[src/design/sad_pkg.sv]
package sad_pkg;
    // Destinations of a decoded access
    typedef enum logic [2:0] {
        SAD_DST_DRAM,
        SAD_DST_PORT_A,
        SAD_DST_PORT_B,
        SAD_DST_PORT_C,
        SAD_DST_PORT_D,
        SAD_DST_IRQ_MSG
    } sad_dest_t;

    localparam int ADDR_W = 34;
    localparam int IO_ADDR_W = 17;

    // Register byte offsets
    localparam logic [7:0] REG_CTRL = 8'h00;
    localparam logic [7:0] REG_LOW_TOP = 8'h04;
    localparam logic [7:0] REG_SHADOW_LO = 8'h08;
    localparam logic [7:0] REG_SHADOW_HI = 8'h0C;
    localparam logic [7:0] REG_B_WIN = 8'h10;
    localparam logic [7:0] REG_B_PREF = 8'h14;
    localparam logic [7:0] REG_C_WIN = 8'h18;
    localparam logic [7:0] REG_C_PREF = 8'h1C;
    localparam logic [7:0] REG_QUERY = 8'h20;
    localparam logic [7:0] REG_RESULT = 8'h24;

    // Control register fields
    localparam int CTRL_VGA_B = 0;
    localparam int CTRL_VGA_C = 1;
    localparam int CTRL_VGA_D = 2;
    localparam int CTRL_MONO = 3;
    localparam int CTRL_SMM_EN = 4;
    localparam int CTRL_SMM_OPEN = 5;
    localparam int CTRL_ISA_HOLE = 6;
    localparam logic [31:0] CTRL_RESET = 32'h0000_0000;
    localparam logic [31:0] LOW_TOP_RESET = 32'h0000_0000;
    localparam logic [31:0] SHADOW_RESET = 32'h0000_0000;
    // Window registers: limit in [27:16], base in [11:0], 1 MB units
    localparam logic [31:0] WIN_RESET = 32'h0000_FFFF;
    // Query register fields
    localparam int Q_ADDR_LO = 0;
    localparam int Q_SRC_HUB = 20;
    localparam int Q_WRITE = 21;
    localparam int Q_IO = 22;
    localparam int Q_CODE = 23;
    localparam int Q_DWORD = 24;
    localparam int Q_ADDR_HI = 25;

    // Fixed address map, byte addresses
    localparam logic [33:0] VGA_A_LO = 34'h0_000A_0000;
    localparam logic [33:0] VGA_B_HI = 34'h0_000B_FFFF;
    localparam logic [33:0] MONO_LO = 34'h0_000B_0000;
    localparam logic [33:0] MONO_HI = 34'h0_000B_7FFF;
    localparam logic [33:0] SHADOW_LO = 34'h0_000C_0000;
    localparam logic [33:0] EXP_HI = 34'h0_000D_FFFF;
    localparam logic [33:0] EXT_HI = 34'h0_000E_FFFF;
    localparam logic [33:0] SHADOW_HI = 34'h0_000F_FFFF;
    localparam logic [33:0] ISA_HOLE_LO = 34'h0_00F0_0000;
    localparam logic [33:0] ISA_HOLE_HI = 34'h0_00FF_FFFF;
    localparam logic [33:0] IOAPIC_A_LO = 34'h0_FEC0_0000;
    localparam logic [33:0] IOAPIC_A_HI = 34'h0_FEC7_FFFF;
    localparam logic [33:0] IOAPIC_B_LO = 34'h0_FEC8_0000;
    localparam logic [33:0] IOAPIC_B_HI = 34'h0_FEC8_0FFF;
    localparam logic [33:0] IOAPIC_C_LO = 34'h0_FEC8_1000;
    localparam logic [33:0] IOAPIC_C_HI = 34'h0_FEC8_1FFF;
    localparam logic [33:0] IOAPIC_D_LO = 34'h0_FEC8_2000;
    localparam logic [33:0] IOAPIC_D_HI = 34'h0_FEC8_2FFF;
    localparam logic [33:0] MSG_LO = 34'h0_FEE0_0000;
    localparam logic [33:0] MSG_HI = 34'h0_FEEF_FFFF;
    localparam logic [33:0] ONE_MB = 34'h0_0010_0000;
    localparam logic [33:0] FOUR_GB = 34'h1_0000_0000;
    localparam int SEG16K_SHIFT = 14;

    // Monochrome adapter I/O ports
    localparam logic [16:0] MONO_IO_0 = 17'h0_03B4;
    localparam logic [16:0] MONO_IO_1 = 17'h0_03B5;
    localparam logic [16:0] MONO_IO_2 = 17'h0_03B8;
    localparam logic [16:0] MONO_IO_3 = 17'h0_03B9;
    localparam logic [16:0] MONO_IO_4 = 17'h0_03BA;
    localparam logic [16:0] MONO_IO_5 = 17'h0_03BF;
endpackage : sad_pkg

[src/design/sad_top.sv]
`timescale 1ns/1ps
module sad_top (
    input wire logic aclk,                    // Clock, 40 MHz
    input wire logic aresetn,                 // Synchronous reset, active low
    input wire logic req_valid,               // Access request strobe
    input wire logic [33:0] req_addr,         // Access address
    input wire logic req_io,                  // I/O cycle
    input wire logic req_write,               // Write cycle
    input wire logic req_from_hub,            // Issued by a hub port
    input wire logic req_smm_code,            // SMM code fetch
    input wire logic req_dword,               // Double-word write
    input wire logic [31:0] req_data,         // Write data
    output logic route_valid,                 // Decoded result strobe
    output sad_pkg::sad_dest_t route_dest,    // Decoded destination
    output logic msg_valid,                   // Interrupt message to processor bus
    output logic [33:0] msg_addr,             // Interrupt message address
    output logic [31:0] msg_data,             // Interrupt message data
    output logic target_ready,                // Decoder completes message transaction
    input wire logic [31:0] s_axi_awaddr,     // Write address
    input wire logic s_axi_awvalid,           // Write address valid
    output logic s_axi_awready,               // Write address ready
    input wire logic [31:0] s_axi_wdata,      // Write data
    input wire logic [3:0] s_axi_wstrb,       // Write strobes
    input wire logic s_axi_wvalid,            // Write data valid
    output logic s_axi_wready,                // Write data ready
    output logic [1:0] s_axi_bresp,           // Write response
    output logic s_axi_bvalid,                // Write response valid
    input wire logic s_axi_bready,            // Write response ready
    input wire logic [31:0] s_axi_araddr,     // Read address
    input wire logic s_axi_arvalid,           // Read address valid
    output logic s_axi_arready,               // Read address ready
    output logic [31:0] s_axi_rdata,          // Read data
    output logic [1:0] s_axi_rresp,           // Read response
    output logic s_axi_rvalid,                // Read valid
    input wire logic s_axi_rready             // Read ready
);
    logic [31:0] ctrl_reg, low_top_reg, shadow_lo_reg, shadow_hi_reg;
    logic [31:0] b_win_reg, b_pref_reg, c_win_reg, c_pref_reg, query_reg;
    logic [31:0] rdata_next;
    logic [31:0] awaddr_reg, wdata_reg;
    logic [3:0] wstrb_reg;
    logic aw_held_reg, w_held_reg, rd_err;
    logic wr_fire;
    sad_pkg::sad_dest_t req_dest, query_dest;

    ////////////////////////////////////////////////////////////////////////
    // Decode of live requests and of the software query register
    sad_route u_live (
        .addr(req_addr),
        .is_io(req_io),
        .is_write(req_write),
        .from_hub(req_from_hub),
        .smm_code(req_smm_code),
        .is_dword(req_dword),
        .ctrl(ctrl_reg),
        .low_top(low_top_reg),
        .shadow_lo(shadow_lo_reg),
        .shadow_hi(shadow_hi_reg),
        .b_win(b_win_reg),
        .b_pref(b_pref_reg),
        .c_win(c_win_reg),
        .c_pref(c_pref_reg),
        .dest(req_dest)
    );

    sad_route u_query (
        .addr({query_reg[sad_pkg::Q_ADDR_HI +: 7], 7'h00, query_reg[sad_pkg::Q_ADDR_LO +: 20]}),
        .is_io(query_reg[sad_pkg::Q_IO]),
        .is_write(query_reg[sad_pkg::Q_WRITE]),
        .from_hub(query_reg[sad_pkg::Q_SRC_HUB]),
        .smm_code(query_reg[sad_pkg::Q_CODE]),
        .is_dword(query_reg[sad_pkg::Q_DWORD]),
        .ctrl(ctrl_reg),
        .low_top(low_top_reg),
        .shadow_lo(shadow_lo_reg),
        .shadow_hi(shadow_hi_reg),
        .b_win(b_win_reg),
        .b_pref(b_pref_reg),
        .c_win(c_win_reg),
        .c_pref(c_pref_reg),
        .dest(query_dest)
    );

    ////////////////////////////////////////////////////////////////////////
    // Registered route result, one cycle after the request
    always_ff @(posedge aclk) begin
        if (!aresetn) begin
            route_valid <= 1'b0;
            route_dest <= sad_pkg::SAD_DST_PORT_A;
        end else begin
            route_valid <= req_valid;
            if (req_valid) begin
                route_dest <= req_dest;
            end
        end
    end

    // message forwarded with its data, never to DRAM
    always_ff @(posedge aclk) begin
        if (!aresetn) begin
            msg_valid <= 1'b0;
            msg_addr <= 34'h0_0000_0000;
            msg_data <= 32'h0000_0000;
        end else begin
            msg_valid <= req_valid && (req_dest == sad_pkg::SAD_DST_IRQ_MSG);
            if (req_valid && (req_dest == sad_pkg::SAD_DST_IRQ_MSG)) begin
                msg_addr <= req_addr;
                msg_data <= req_data;
            end
        end
    end

    // decoder itself signals target ready for the message
    always_ff @(posedge aclk) begin
        if (!aresetn) begin
            target_ready <= 1'b0;
        end else begin
            target_ready <= msg_valid;
        end
    end

    ////////////////////////////////////////////////////////////////////////
    // AXI4-Lite write path: address and data taken in either order
    assign s_axi_awready = !aw_held_reg && !s_axi_bvalid;
    assign s_axi_wready = !w_held_reg && !s_axi_bvalid;
    assign wr_fire = aw_held_reg && w_held_reg;

    always_ff @(posedge aclk) begin
        if (!aresetn) begin
            aw_held_reg <= 1'b0;
            w_held_reg <= 1'b0;
            awaddr_reg <= 32'h0000_0000;
            wdata_reg <= 32'h0000_0000;
            wstrb_reg <= 4'h0;
        end else begin
            if (s_axi_awvalid && s_axi_awready) begin
                aw_held_reg <= 1'b1;
                awaddr_reg <= s_axi_awaddr;
            end else if (wr_fire) begin
                aw_held_reg <= 1'b0;
            end
            if (s_axi_wvalid && s_axi_wready) begin
                w_held_reg <= 1'b1;
                wdata_reg <= s_axi_wdata;
                wstrb_reg <= s_axi_wstrb;
            end else if (wr_fire) begin
                w_held_reg <= 1'b0;
            end
        end
    end

    always_ff @(posedge aclk) begin
        if (!aresetn) begin
            s_axi_bvalid <= 1'b0;
            s_axi_bresp <= 2'b00;
        end else if (wr_fire) begin
            s_axi_bvalid <= 1'b1;
            s_axi_bresp <= (awaddr_reg[7:0] <= sad_pkg::REG_QUERY && awaddr_reg[31:8] == 24'h00_0000)
                           ? 2'b00 : 2'b10;
        end else if (s_axi_bready) begin
            s_axi_bvalid <= 1'b0;
        end
    end

    function automatic logic [31:0] sad_merge(input logic [31:0] old, input logic [31:0] nw,
                                              input logic [3:0] strb);
        logic [31:0] res;
        res = old;
        for (int i = 0; i < 4; i++) begin
            if (strb[i]) begin
                res[i*8 +: 8] = nw[i*8 +: 8];
            end
        end
        return res;
    endfunction : sad_merge

    // software keeps only one routing enable; the lowest port wins otherwise
    always_ff @(posedge aclk) begin
        if (!aresetn) begin
            ctrl_reg <= sad_pkg::CTRL_RESET;
            low_top_reg <= sad_pkg::LOW_TOP_RESET;
            shadow_lo_reg <= sad_pkg::SHADOW_RESET;
            shadow_hi_reg <= sad_pkg::SHADOW_RESET;
            b_win_reg <= sad_pkg::WIN_RESET;
            b_pref_reg <= sad_pkg::WIN_RESET;
            c_win_reg <= sad_pkg::WIN_RESET;
            c_pref_reg <= sad_pkg::WIN_RESET;
            query_reg <= 32'h0000_0000;
        end else if (wr_fire && awaddr_reg[31:8] == 24'h00_0000) begin
            case (awaddr_reg[7:0])
                sad_pkg::REG_CTRL: ctrl_reg <= sad_merge(ctrl_reg, wdata_reg, wstrb_reg) & 32'h0000_007F;
                sad_pkg::REG_LOW_TOP: low_top_reg <= sad_merge(low_top_reg, wdata_reg, wstrb_reg);
                sad_pkg::REG_SHADOW_LO: shadow_lo_reg <= sad_merge(shadow_lo_reg, wdata_reg, wstrb_reg);
                sad_pkg::REG_SHADOW_HI: shadow_hi_reg <= sad_merge(shadow_hi_reg, wdata_reg, wstrb_reg)
                                                         & 32'h0000_03FF;
                sad_pkg::REG_B_WIN: b_win_reg <= sad_merge(b_win_reg, wdata_reg, wstrb_reg);
                sad_pkg::REG_B_PREF: b_pref_reg <= sad_merge(b_pref_reg, wdata_reg, wstrb_reg);
                sad_pkg::REG_C_WIN: c_win_reg <= sad_merge(c_win_reg, wdata_reg, wstrb_reg);
                sad_pkg::REG_C_PREF: c_pref_reg <= sad_merge(c_pref_reg, wdata_reg, wstrb_reg);
                sad_pkg::REG_QUERY: query_reg <= sad_merge(query_reg, wdata_reg, wstrb_reg);
                default: ;
            endcase
        end
    end

    ////////////////////////////////////////////////////////////////////////
    // AXI4-Lite read path, one read at a time
    assign s_axi_arready = !s_axi_rvalid;

    always_comb begin
        rdata_next = 32'h0000_0000;
        rd_err = 1'b0;
        if (s_axi_araddr[31:8] != 24'h00_0000) begin
            rd_err = 1'b1;
        end else begin
            case (s_axi_araddr[7:0])
                sad_pkg::REG_CTRL: rdata_next = ctrl_reg;
                sad_pkg::REG_LOW_TOP: rdata_next = low_top_reg;
                sad_pkg::REG_SHADOW_LO: rdata_next = shadow_lo_reg;
                sad_pkg::REG_SHADOW_HI: rdata_next = shadow_hi_reg;
                sad_pkg::REG_B_WIN: rdata_next = b_win_reg;
                sad_pkg::REG_B_PREF: rdata_next = b_pref_reg;
                sad_pkg::REG_C_WIN: rdata_next = c_win_reg;
                sad_pkg::REG_C_PREF: rdata_next = c_pref_reg;
                sad_pkg::REG_QUERY: rdata_next = query_reg;
                sad_pkg::REG_RESULT: rdata_next = {29'h0000_0000, query_dest};
                default: rd_err = 1'b1;
            endcase
        end
    end

    always_ff @(posedge aclk) begin
        if (!aresetn) begin
            s_axi_rvalid <= 1'b0;
            s_axi_rdata <= 32'h0000_0000;
            s_axi_rresp <= 2'b00;
        end else if (s_axi_arvalid && s_axi_arready) begin
            s_axi_rvalid <= 1'b1;
            s_axi_rdata <= rdata_next;
            s_axi_rresp <= rd_err ? 2'b10 : 2'b00;
        end else if (s_axi_rready) begin
            s_axi_rvalid <= 1'b0;
        end
    end

    // 34-bit memory and 17-bit I/O addresses cover the full spaces
    // relied on from software; not checked
endmodule : sad_top

[src/design/sad_route.sv]
`timescale 1ns/1ps
// Combinational destination decode for one access
module sad_route (
    input wire logic [33:0] addr,             // Memory or I/O address
    input wire logic is_io,                   // I/O cycle
    input wire logic is_write,                // Write cycle
    input wire logic from_hub,                // Issued by a hub port
    input wire logic smm_code,                // Processor SMM code fetch
    input wire logic is_dword,                // Double-word write
    input wire logic [31:0] ctrl,             // Control register
    input wire logic [31:0] low_top,          // Low memory top, byte address [31:0]
    input wire logic [31:0] shadow_lo,        // Expansion segment attributes
    input wire logic [31:0] shadow_hi,        // Extended and system BIOS attributes
    input wire logic [31:0] b_win,            // Port B window
    input wire logic [31:0] b_pref,           // Port B prefetch window
    input wire logic [31:0] c_win,            // Port C window
    input wire logic [31:0] c_pref,           // Port C prefetch window
    output sad_pkg::sad_dest_t dest           // Destination
);
    logic [33:0] low_top_full;
    logic [11:0] mb;
    logic in_vga, in_mono, in_shadow, in_hole_range;
    logic [1:0] attr;
    logic [3:0] seg;
    logic vga_smm;

    assign low_top_full = {2'b00, low_top};
    assign mb = addr[31:20];
    assign in_vga = (addr >= sad_pkg::VGA_A_LO) && (addr <= sad_pkg::VGA_B_HI);
    assign in_mono = (addr >= sad_pkg::MONO_LO) && (addr <= sad_pkg::MONO_HI);
    assign in_shadow = (addr >= sad_pkg::SHADOW_LO) && (addr <= sad_pkg::SHADOW_HI);
    assign in_hole_range = (addr >= low_top_full) && (addr >= sad_pkg::ONE_MB) && (addr < sad_pkg::FOUR_GB);
    assign seg = 4'(addr[19:sad_pkg::SEG16K_SHIFT] - 6'h30);
    assign vga_smm = ctrl[sad_pkg::CTRL_SMM_EN] && (ctrl[sad_pkg::CTRL_SMM_OPEN] || smm_code);

    // Attribute bits per segment: bit 0 read to DRAM, bit 1 write to DRAM
    always_comb begin
        attr = 2'b00;
        if (seg < 4'h8) begin
            attr = shadow_lo[{seg[2:0], 1'b0} +: 2];
        end else if (seg < 4'hC) begin
            attr = shadow_hi[{seg[1:0], 1'b0} +: 2];
        end else begin
            attr = shadow_hi[9:8];
        end
    end

    // one destination, fixed and legacy first
    always_comb begin
        dest = sad_pkg::SAD_DST_PORT_A;
        if (is_io) begin
            if (ctrl[sad_pkg::CTRL_MONO] && (addr[16:0] == sad_pkg::MONO_IO_0 || addr[16:0] == sad_pkg::MONO_IO_1 ||
                addr[16:0] == sad_pkg::MONO_IO_2 || addr[16:0] == sad_pkg::MONO_IO_3 ||
                addr[16:0] == sad_pkg::MONO_IO_4 || addr[16:0] == sad_pkg::MONO_IO_5)) begin
                dest = sad_pkg::SAD_DST_PORT_A;
            end else begin
                dest = sad_pkg::SAD_DST_PORT_A;
            end
        end else if (in_vga) begin
            if (vga_smm) begin
                dest = sad_pkg::SAD_DST_DRAM;
            end else if (in_mono && ctrl[sad_pkg::CTRL_MONO]) begin
                dest = sad_pkg::SAD_DST_PORT_A;
            end else if (ctrl[sad_pkg::CTRL_VGA_B]) begin
                dest = sad_pkg::SAD_DST_PORT_B;
            end else if (ctrl[sad_pkg::CTRL_VGA_C]) begin
                dest = sad_pkg::SAD_DST_PORT_C;
            end else if (ctrl[sad_pkg::CTRL_VGA_D]) begin
                dest = sad_pkg::SAD_DST_PORT_D;
            end else begin
                dest = sad_pkg::SAD_DST_PORT_A;
            end
        end else if (in_shadow) begin
            if (from_hub) begin
                dest = sad_pkg::SAD_DST_DRAM;
            end else if (is_write ? attr[1] : attr[0]) begin
                dest = sad_pkg::SAD_DST_DRAM;
            end else begin
                dest = sad_pkg::SAD_DST_PORT_A;
            end
        end else if (ctrl[sad_pkg::CTRL_ISA_HOLE] && addr >= sad_pkg::ISA_HOLE_LO &&
                     addr <= sad_pkg::ISA_HOLE_HI) begin
            dest = sad_pkg::SAD_DST_PORT_A;
        // DRAM below the low top and above 4 GB
        end else if (!in_hole_range) begin
            dest = sad_pkg::SAD_DST_DRAM;
        end else begin
            if (!from_hub && addr >= sad_pkg::IOAPIC_A_LO && addr <= sad_pkg::IOAPIC_A_HI) begin
                dest = sad_pkg::SAD_DST_PORT_A;
            end else if (!from_hub && addr >= sad_pkg::IOAPIC_B_LO && addr <= sad_pkg::IOAPIC_B_HI) begin
                dest = sad_pkg::SAD_DST_PORT_B;
            end else if (!from_hub && addr >= sad_pkg::IOAPIC_C_LO && addr <= sad_pkg::IOAPIC_C_HI) begin
                dest = sad_pkg::SAD_DST_PORT_C;
            end else if (!from_hub && addr >= sad_pkg::IOAPIC_D_LO && addr <= sad_pkg::IOAPIC_D_HI) begin
                dest = sad_pkg::SAD_DST_PORT_D;
            end else if (from_hub && is_write && is_dword && addr >= sad_pkg::MSG_LO &&
                         addr <= sad_pkg::MSG_HI) begin
                dest = sad_pkg::SAD_DST_IRQ_MSG;
            end else if ((mb >= b_win[11:0] && mb <= b_win[27:16]) ||
                         (mb >= b_pref[11:0] && mb <= b_pref[27:16])) begin
                dest = sad_pkg::SAD_DST_PORT_B;
            end else if ((mb >= c_win[11:0] && mb <= c_win[27:16]) ||
                         (mb >= c_pref[11:0] && mb <= c_pref[27:16])) begin
                dest = sad_pkg::SAD_DST_PORT_C;
            end else begin
                dest = sad_pkg::SAD_DST_PORT_A;
            end
        end
    end
endmodule : sad_route

[config.mk]
export PLATFORM = sky130hd
export DESIGN_NAME = sad_top
export DESIGN_NICKNAME = d
export VERILOG_FILES = /design/src/design/sad_pkg.sv /design/src/design/sad_top.sv /design/src/design/sad_route.sv
export SDC_FILE = /design/constraint.sdc
export NUM_CORES = 1
export LEC_CHECK = 0
export BUFFER_PORTS_ARGS = -buffer_cell sky130_fd_sc_hd__buf_2
export CAP_MARGIN = 20
export CELL_PAD_IN_SITES_DETAIL_PLACEMENT = 0
export CELL_PAD_IN_SITES_GLOBAL_PLACEMENT = 1
export CORE_MARGIN = 4
export CORE_UTILIZATION = 44
export CTS_BUF_LIST = sky130_fd_sc_hd__clkbuf_16
export CTS_CLUSTER_DIAMETER = 120
export DETAILED_ROUTE_END_ITERATION = 12
export PLACE_DENSITY_LB_ADDON = 0.1
export SLEW_MARGIN = 20
export SYNTH_ARGS = -nofsm -noshare
export SYNTH_HDL_FRONTEND = slang
export SYNTH_SLANG_ARGS = --single-unit
[constraint.sdc]
create_clock -name aclk -period 3.4 [get_ports aclk]
set_input_delay 0.68 -clock aclk [delete_from_list [all_inputs] [get_ports aclk]]
set_output_delay 0.68 -clock aclk [all_outputs]
set_load 0.03 [all_outputs]
# After elaboration in Yosys (flattened, before gate mapping)
# Index checks and enable logic that the tools add are counted.
# word_totals
elab_cells	299
inputBits	179
reg_bits	421
output_inout_bits	113
# classes
n_reduce_logical	111
addsub	2
eq_ne	18
order_cmp	63
muxes	54
shifts	4
# ops
cell	n
>= comparator 34 x 32 -> 1 bit (second input constant)	10
<= comparator 34 x 32 -> 1 bit (second input constant)	10
one-hot mux 32 bit (10 select lines)	1
>= comparator 34 x 20 -> 1 bit (second input constant)	6
<= comparator 34 x 20 -> 1 bit (second input constant)	6
>= comparator 12 bit	8
<= comparator 12 bit	8
2-to-1 mux 3 bit	31
AND reduction 3 bit	31
>= comparator 34 x 21 -> 1 bit (second input constant)	2
>= comparator 34 x 24 -> 1 bit (second input constant)	2
>= comparator 34 x 32 -> 1 bit	2
<= comparator 34 x 24 -> 1 bit (second input constant)	2
less-than comparator 34 x 33 -> 1 bit (second input constant)	2
== test 8 x 5 -> 1 bit (second input constant)	8
indexed part select 32 x 4 -> 2 bit	2
indexed part select 32 x 5 -> 2 bit	2
logical AND 1 bit	59
== test 8 x 4 -> 1 bit (second input constant)	4
2-to-1 mux 32 bit	1
== test 8 x 6 -> 1 bit (second input constant)	3
zero test 24 bit	1
nonzero test 24 bit	1
== test 8 x 3 -> 1 bit (second input constant)	2
other kinds (11)	48

# Longest topological paths before layout
# logic_depth
ltp_word	17
depth_mapped	12

# By module
# Synthesis repeated with hierarchy kept, for this count alone.
# hier_totals
hier_cells	2925
hier_area_um2	24946.4
# by_module_without_submodules
mod	instances	cells_per_inst	area_each_um2
sad_top	1	1887	17434.2
sad_route at u_live	1	527	3813.7
sad_route at u_query	1	511	3698.5

# Worst setup path after synthesis
# Ideal clock, no wire load.
# synth_path
kind	input -> register
start	in req_addr[16]
end	reg msg_data[0]
required_ns	3.280
arrival_ns	2.563
setup_slack_ns	0.717
path_stages	11
path_cell_list	buf_2 -> or4_4 -> nor2_2 -> nand2_1 -> o41ai_2 -> a31oi_1 -> a21oi_4 -> o21a_4 -> buf_6 -> buf_8 -> o22ai_2
# synth_between
elab_chain_cells	15
elab_cells_between_ends	62
classes_between	add/sub (1); order compare (23); eq/ne (1); shift (1); mux (17); reduce/logical (19)
# synth_lines
item	line_no	source
from (decl)	sad_top.sv:6	input wire logic [33:0] req_addr,
>= comparator 34 x 32 -> 1 bit	sad_route.sv:96	end else if (from_hub && is_write && is_dword && addr >= sad_pkg::MSG_LO &&
logical AND 1 bit (2 in a row)	sad_route.sv:96	
2-to-1 mux 3 bit	sad_route.sv:96	
2-to-1 mux 3 bit	sad_route.sv:94	end else if (!from_hub && addr >= sad_pkg::IOAPIC_D_LO && addr <= sad_pkg::IOAPIC_D_HI) begin
2-to-1 mux 3 bit	sad_route.sv:92	end else if (!from_hub && addr >= sad_pkg::IOAPIC_C_LO && addr <= sad_pkg::IOAPIC_C_HI) begin
2-to-1 mux 3 bit	sad_route.sv:90	end else if (!from_hub && addr >= sad_pkg::IOAPIC_B_LO && addr <= sad_pkg::IOAPIC_B_HI) begin
2-to-1 mux 3 bit	sad_route.sv:88	if (!from_hub && addr >= sad_pkg::IOAPIC_A_LO && addr <= sad_pkg::IOAPIC_A_HI) begin
2-to-1 mux 3 bit	sad_route.sv:85	end else if (!in_hole_range) begin
2-to-1 mux 3 bit	sad_route.sv:81	end else if (ctrl[sad_pkg::CTRL_ISA_HOLE] && addr >= sad_pkg::ISA_HOLE_LO &&
2-to-1 mux 3 bit	sad_route.sv:73	end else if (in_shadow) begin
2-to-1 mux 3 bit *	sad_route.sv:59	end else if (in_vga) begin
2-to-1 mux 3 bit *	sad_route.sv:51	if (is_io) begin
== test 3 bit *	sad_top.sv:106	if (req_valid && (req_dest == sad_pkg::SAD_DST_IRQ_MSG)) begin
logical AND 1 bit *	sad_top.sv:106	
to (signal assigned)	sad_top.sv:108	msg_data <= req_data;
to (decl)	sad_top.sv:17	output logic [31:0] msg_data,
# Mark *: on every way between the ends. The rest lies on a longest branch, timed or not.
# A chain may end at the register's enable or synchronous reset.

# Worst setup path after layout
# layout_path
start	reg low_top_reg[13]
end	reg msg_addr[7]
# layout_between
elab_chain_cells	10
# layout_lines
item	line_no	source
from (decl)	sad_top.sv:37	logic [31:0] ctrl_reg, low_top_reg, shadow_lo_reg, shadow_hi_reg;
from (signal assigned)	sad_top.sv:181	low_top_reg <= sad_pkg::LOW_TOP_RESET;
from (signal assigned)	sad_top.sv:192	sad_pkg::REG_LOW_TOP: low_top_reg <= sad_merge(low_top_reg, wdata_reg, wstrb_reg);
>= comparator 34 x 32 -> 1 bit	sad_route.sv:32	assign in_hole_range = (addr >= low_top_full) && (addr >= sad_pkg::ONE_MB) && (addr < sad_pkg::FOUR_GB);
logical AND 1 bit (2 in a row)	sad_route.sv:32	
2-to-1 mux 3 bit	sad_route.sv:85	
2-to-1 mux 3 bit	sad_route.sv:81	
2-to-1 mux 3 bit	sad_route.sv:73	
2-to-1 mux 3 bit	sad_route.sv:59	
2-to-1 mux 3 bit	sad_route.sv:51	
== test 3 bit	sad_top.sv:106	
logical AND 1 bit	sad_top.sv:106	
to (signal assigned)	sad_top.sv:107	msg_addr <= req_addr;
to (decl)	sad_top.sv:16	output logic [33:0] msg_addr,
# No other way between the ends.

==> metrics.yaml <==
cts:
  cts_tree: "done"
  cts-root-buf: "clkbuf_16"
  cts_buffer_depth: 3
  cts_made_buffers: 47
  hold_buffers: 0
  htreeDepth: 2
  cts.sink_count: 419
  insertion_delay_ps: 600
  cts.reportedPaths.clkPinSlew_ps: 60
sta:
  timing.final.crit_share_pct: 91.8
  skew_ps: 20.1
  worst_slack_ps: 278
  rsz0062_at_grt: "no"
  hold_violations: 0
  fin_hold_ws_ps: 320
  worst_pin_slew_ps: 1040
  min_period_ps: 3120
  relSlewSlack_pct: 30.7
  setup_viol: 0
  fmax_ghz: 0.320
  drv_slew: 0
placement:
  gp_congestion: 0.970
  place_inst: 3455
  port_buffers: 289
  dp_slack_ps: -94.7
  place_area_um2: 24900
  dp_hpwl_um: 62400
run_status:
  status: "finished clean"
critical_path:
  crit_buf_inv: 2
  path_cells: "inv_1 -> ha_1 -> nand4_1 -> nor3_1 -> o211ai_1 -> a21oi_1 -> o2111ai_1 -> a21oi_4 -> o21a_4 -> buf_12 -> o22ai_1"
  critPathMaxFanout: 30
  cp-end-kind: "register"
  critPathArrivalTime_ps: 3590
  crit_path_start_kind: "register"
  path_class: "reg2reg"
  cpPeakStageDelay_ps: 450
  crit_slowest_cell: "nor3_1"
  required_ps: 3860
  crit_family: "compound AO/OA/AOI/OAI gates"
logic_synthesis:
  netlist_area_um2: 22400
  avgSynthCellArea_um2: 8.75
  synthFlopType: "dfxtp_1"
  yosys_register_bits: 419
  synth_top_area_cell: "dfxtp_1"
  ys_warn_count: 0
  yosysTopAreaCellShare_pct: 37.5
  ys_seq_area_share_pct: 37.5
  async_reset_ff_share_pct: 0
  ys_top_cells_by_area: "dfxtp_1, ha_1, mux2i_1"
  synth_edf_count: 0
  syn_inst: 2556
  ys_types: 67
grt:
  grt_max_degree: 104
  grt_pass1_vias: 19800
  grt.overflow.total: 0
  antenna_found_initial: 3
  grt_usage_pct: 28.9
  grt_pass1_wl_um: 121000
layout:
  final_layout_size_suffix_gt1_share_pct: 18.0
  regMostFlops: "msg_addr"
  synthToLayoutAreaGrowth_pct: 18.0
  multiInputGateArea_um2: 12700
  layout_common_cells: "dfxtp_1, nand2_1, buf_2"
  fillerInstances: 4759
  fin_area_um2: 26400
  mostFrequentLayoutCell: "dfxtp_1"
  layout.nets: 3204
  final_cells: 3543
  regArea_um2: 8390
  largest_reg_flops: 34
floorplan:
  die_w_um: 233
  start_util_pct: 44.6
  coreArea_um2: 50200
  dieArea_um2: 54500
  num_rows: 82
  io_pins: 292
  die_height_um: 233
routing:
  dr.pass1.iters: 8
  wire_per_inst_um: 23.2
  via_count: 20300
  avgViaCountPerCell: 5.73
  drc_errors: 0
  routed_wl_um: 82000
  ant_nets: 0
  drt-initial-drc-count: 1836
power:
  p_clk_share_pct: 46.5
  p_sw_uw: 2760
  pwr_density_cell_nw_per_um2: 415
  ir_drop_mv: 0.331
  p_int_uw: 8190
  power_frac_comb_pct: 7.1
  p_sw_share_pct: 25.2
  p_leak_uw: 0.0108
  pwr-share-seq_pct: 46.4
job:
  maxCapViolCount: 0
hold_path:
  hp-class: "in2reg"
## power by group through the flow
stage / clock (uW) / combinational [uW] / sequential, uW
after CTS: 5180 / 777 / 5080
after global routing: 5380 / 852 / 5090
final: 5090 / 776 / 5090
after detailed placement: 0 / 774 / 5190
after floorplan: 0 / 460 / 5110
after global placement: 0 / 759 / 5190
## worst reg2reg max path: stages, from the launching register on
cell,delay (ps)
dfxtp_1,390
inv_1,90
ha_1,320
nand4_1,220
nor3_1,450
o211ai_1,160
a21oi_1,140
o2111ai_1,230
a21oi_4,230
o21a_4,410
buf_12,250
o22ai_1,100
## cells by family (layout without fill, tap and decap cells)
logic type                 after synthesis  after routing  share of synthesized area, %
and+or+nand+nor                        882            882                          19.3
DFF                                    419            419                          37.5
AOI/OAI and AO/OA                      557            557                          17.9
buffers and inverters                  334            645                          6.04
muxes                                  170            170                          8.45
adders and majority gates              193            193                          10.8
other                                    1              5                        0.0168
## cell type report
type	instances	share of cell area, %
Clock inverter	38	1.33
Timing Repair Buffer	380	8.68
Multi-Input combinational cell	1804	48.0
Tap cell	672	3.19
Inverter	180	2.56
Antenna cell	3	0.0284
Sequential cell	419	31.8
Clock buffer	47	4.46
## metrics by stage
stage	setup TNS [ps]	utilization, %	total power, uW
after floorplan	0	-	5570
after global placement	0	49.5	5950
after detailed placement	-2610	49.5	5970
after CTS	0	52.6	11000
after global routing	0	52.6	11300
final	0	52.6	11000
## cell usage after synthesis (all sizes together), types with 41 or more instances
| library cell | instances |
|---|---|
| a222oi | 41 |
| clkbuf | 129 |
| a21oi | 78 |
| dfxtp | 419 |
| a21boi | 109 |
| mux2i | 154 |
| nand4 | 50 |
| ha | 193 |
| nor2 | 84 |
| nand3 | 57 |
| o21ai | 53 |
| o211ai | 56 |
| o22ai | 53 |
| nand2 | 403 |
| a22oi | 84 |
| inv | 180 |
| nor2b | 180 |
## worst paths after layout
path	cells after the start	slack, ps	startpoint	to
min reg2reg	1	450	msg_valid$_SDFF_PN0_	target_ready$_SDFF_PN0_
min	3	320	req_data[9]	msg_data[9]$_SDFFE_PN0P_
max reg2reg	11	280	low_top_reg[13]$_SDFFE_PN0P_	msg_addr[7]$_SDFFE_PN0P_
max	11	280	low_top_reg[13]$_SDFFE_PN0P_	msg_addr[7]$_SDFFE_PN0P_
## per-layer routing
layer | GRT usage [%] | routed length [um]
met5 | 0 | 0
met4 | 10.2 | 2900
met3 | 3.71 | 4870
met2 | 49.2 | 39400
met1 | 37.6 | 34900
## repair_timing
| action | CTS | global route |
|---|---|---|
| buffers inserted | 0 | 0 |
| gates resized for setup | 0 | 2 |
| endpoints found under the setup margin | 0 | 51 |
Note: power is estimated with default switching activity, not from simulation.
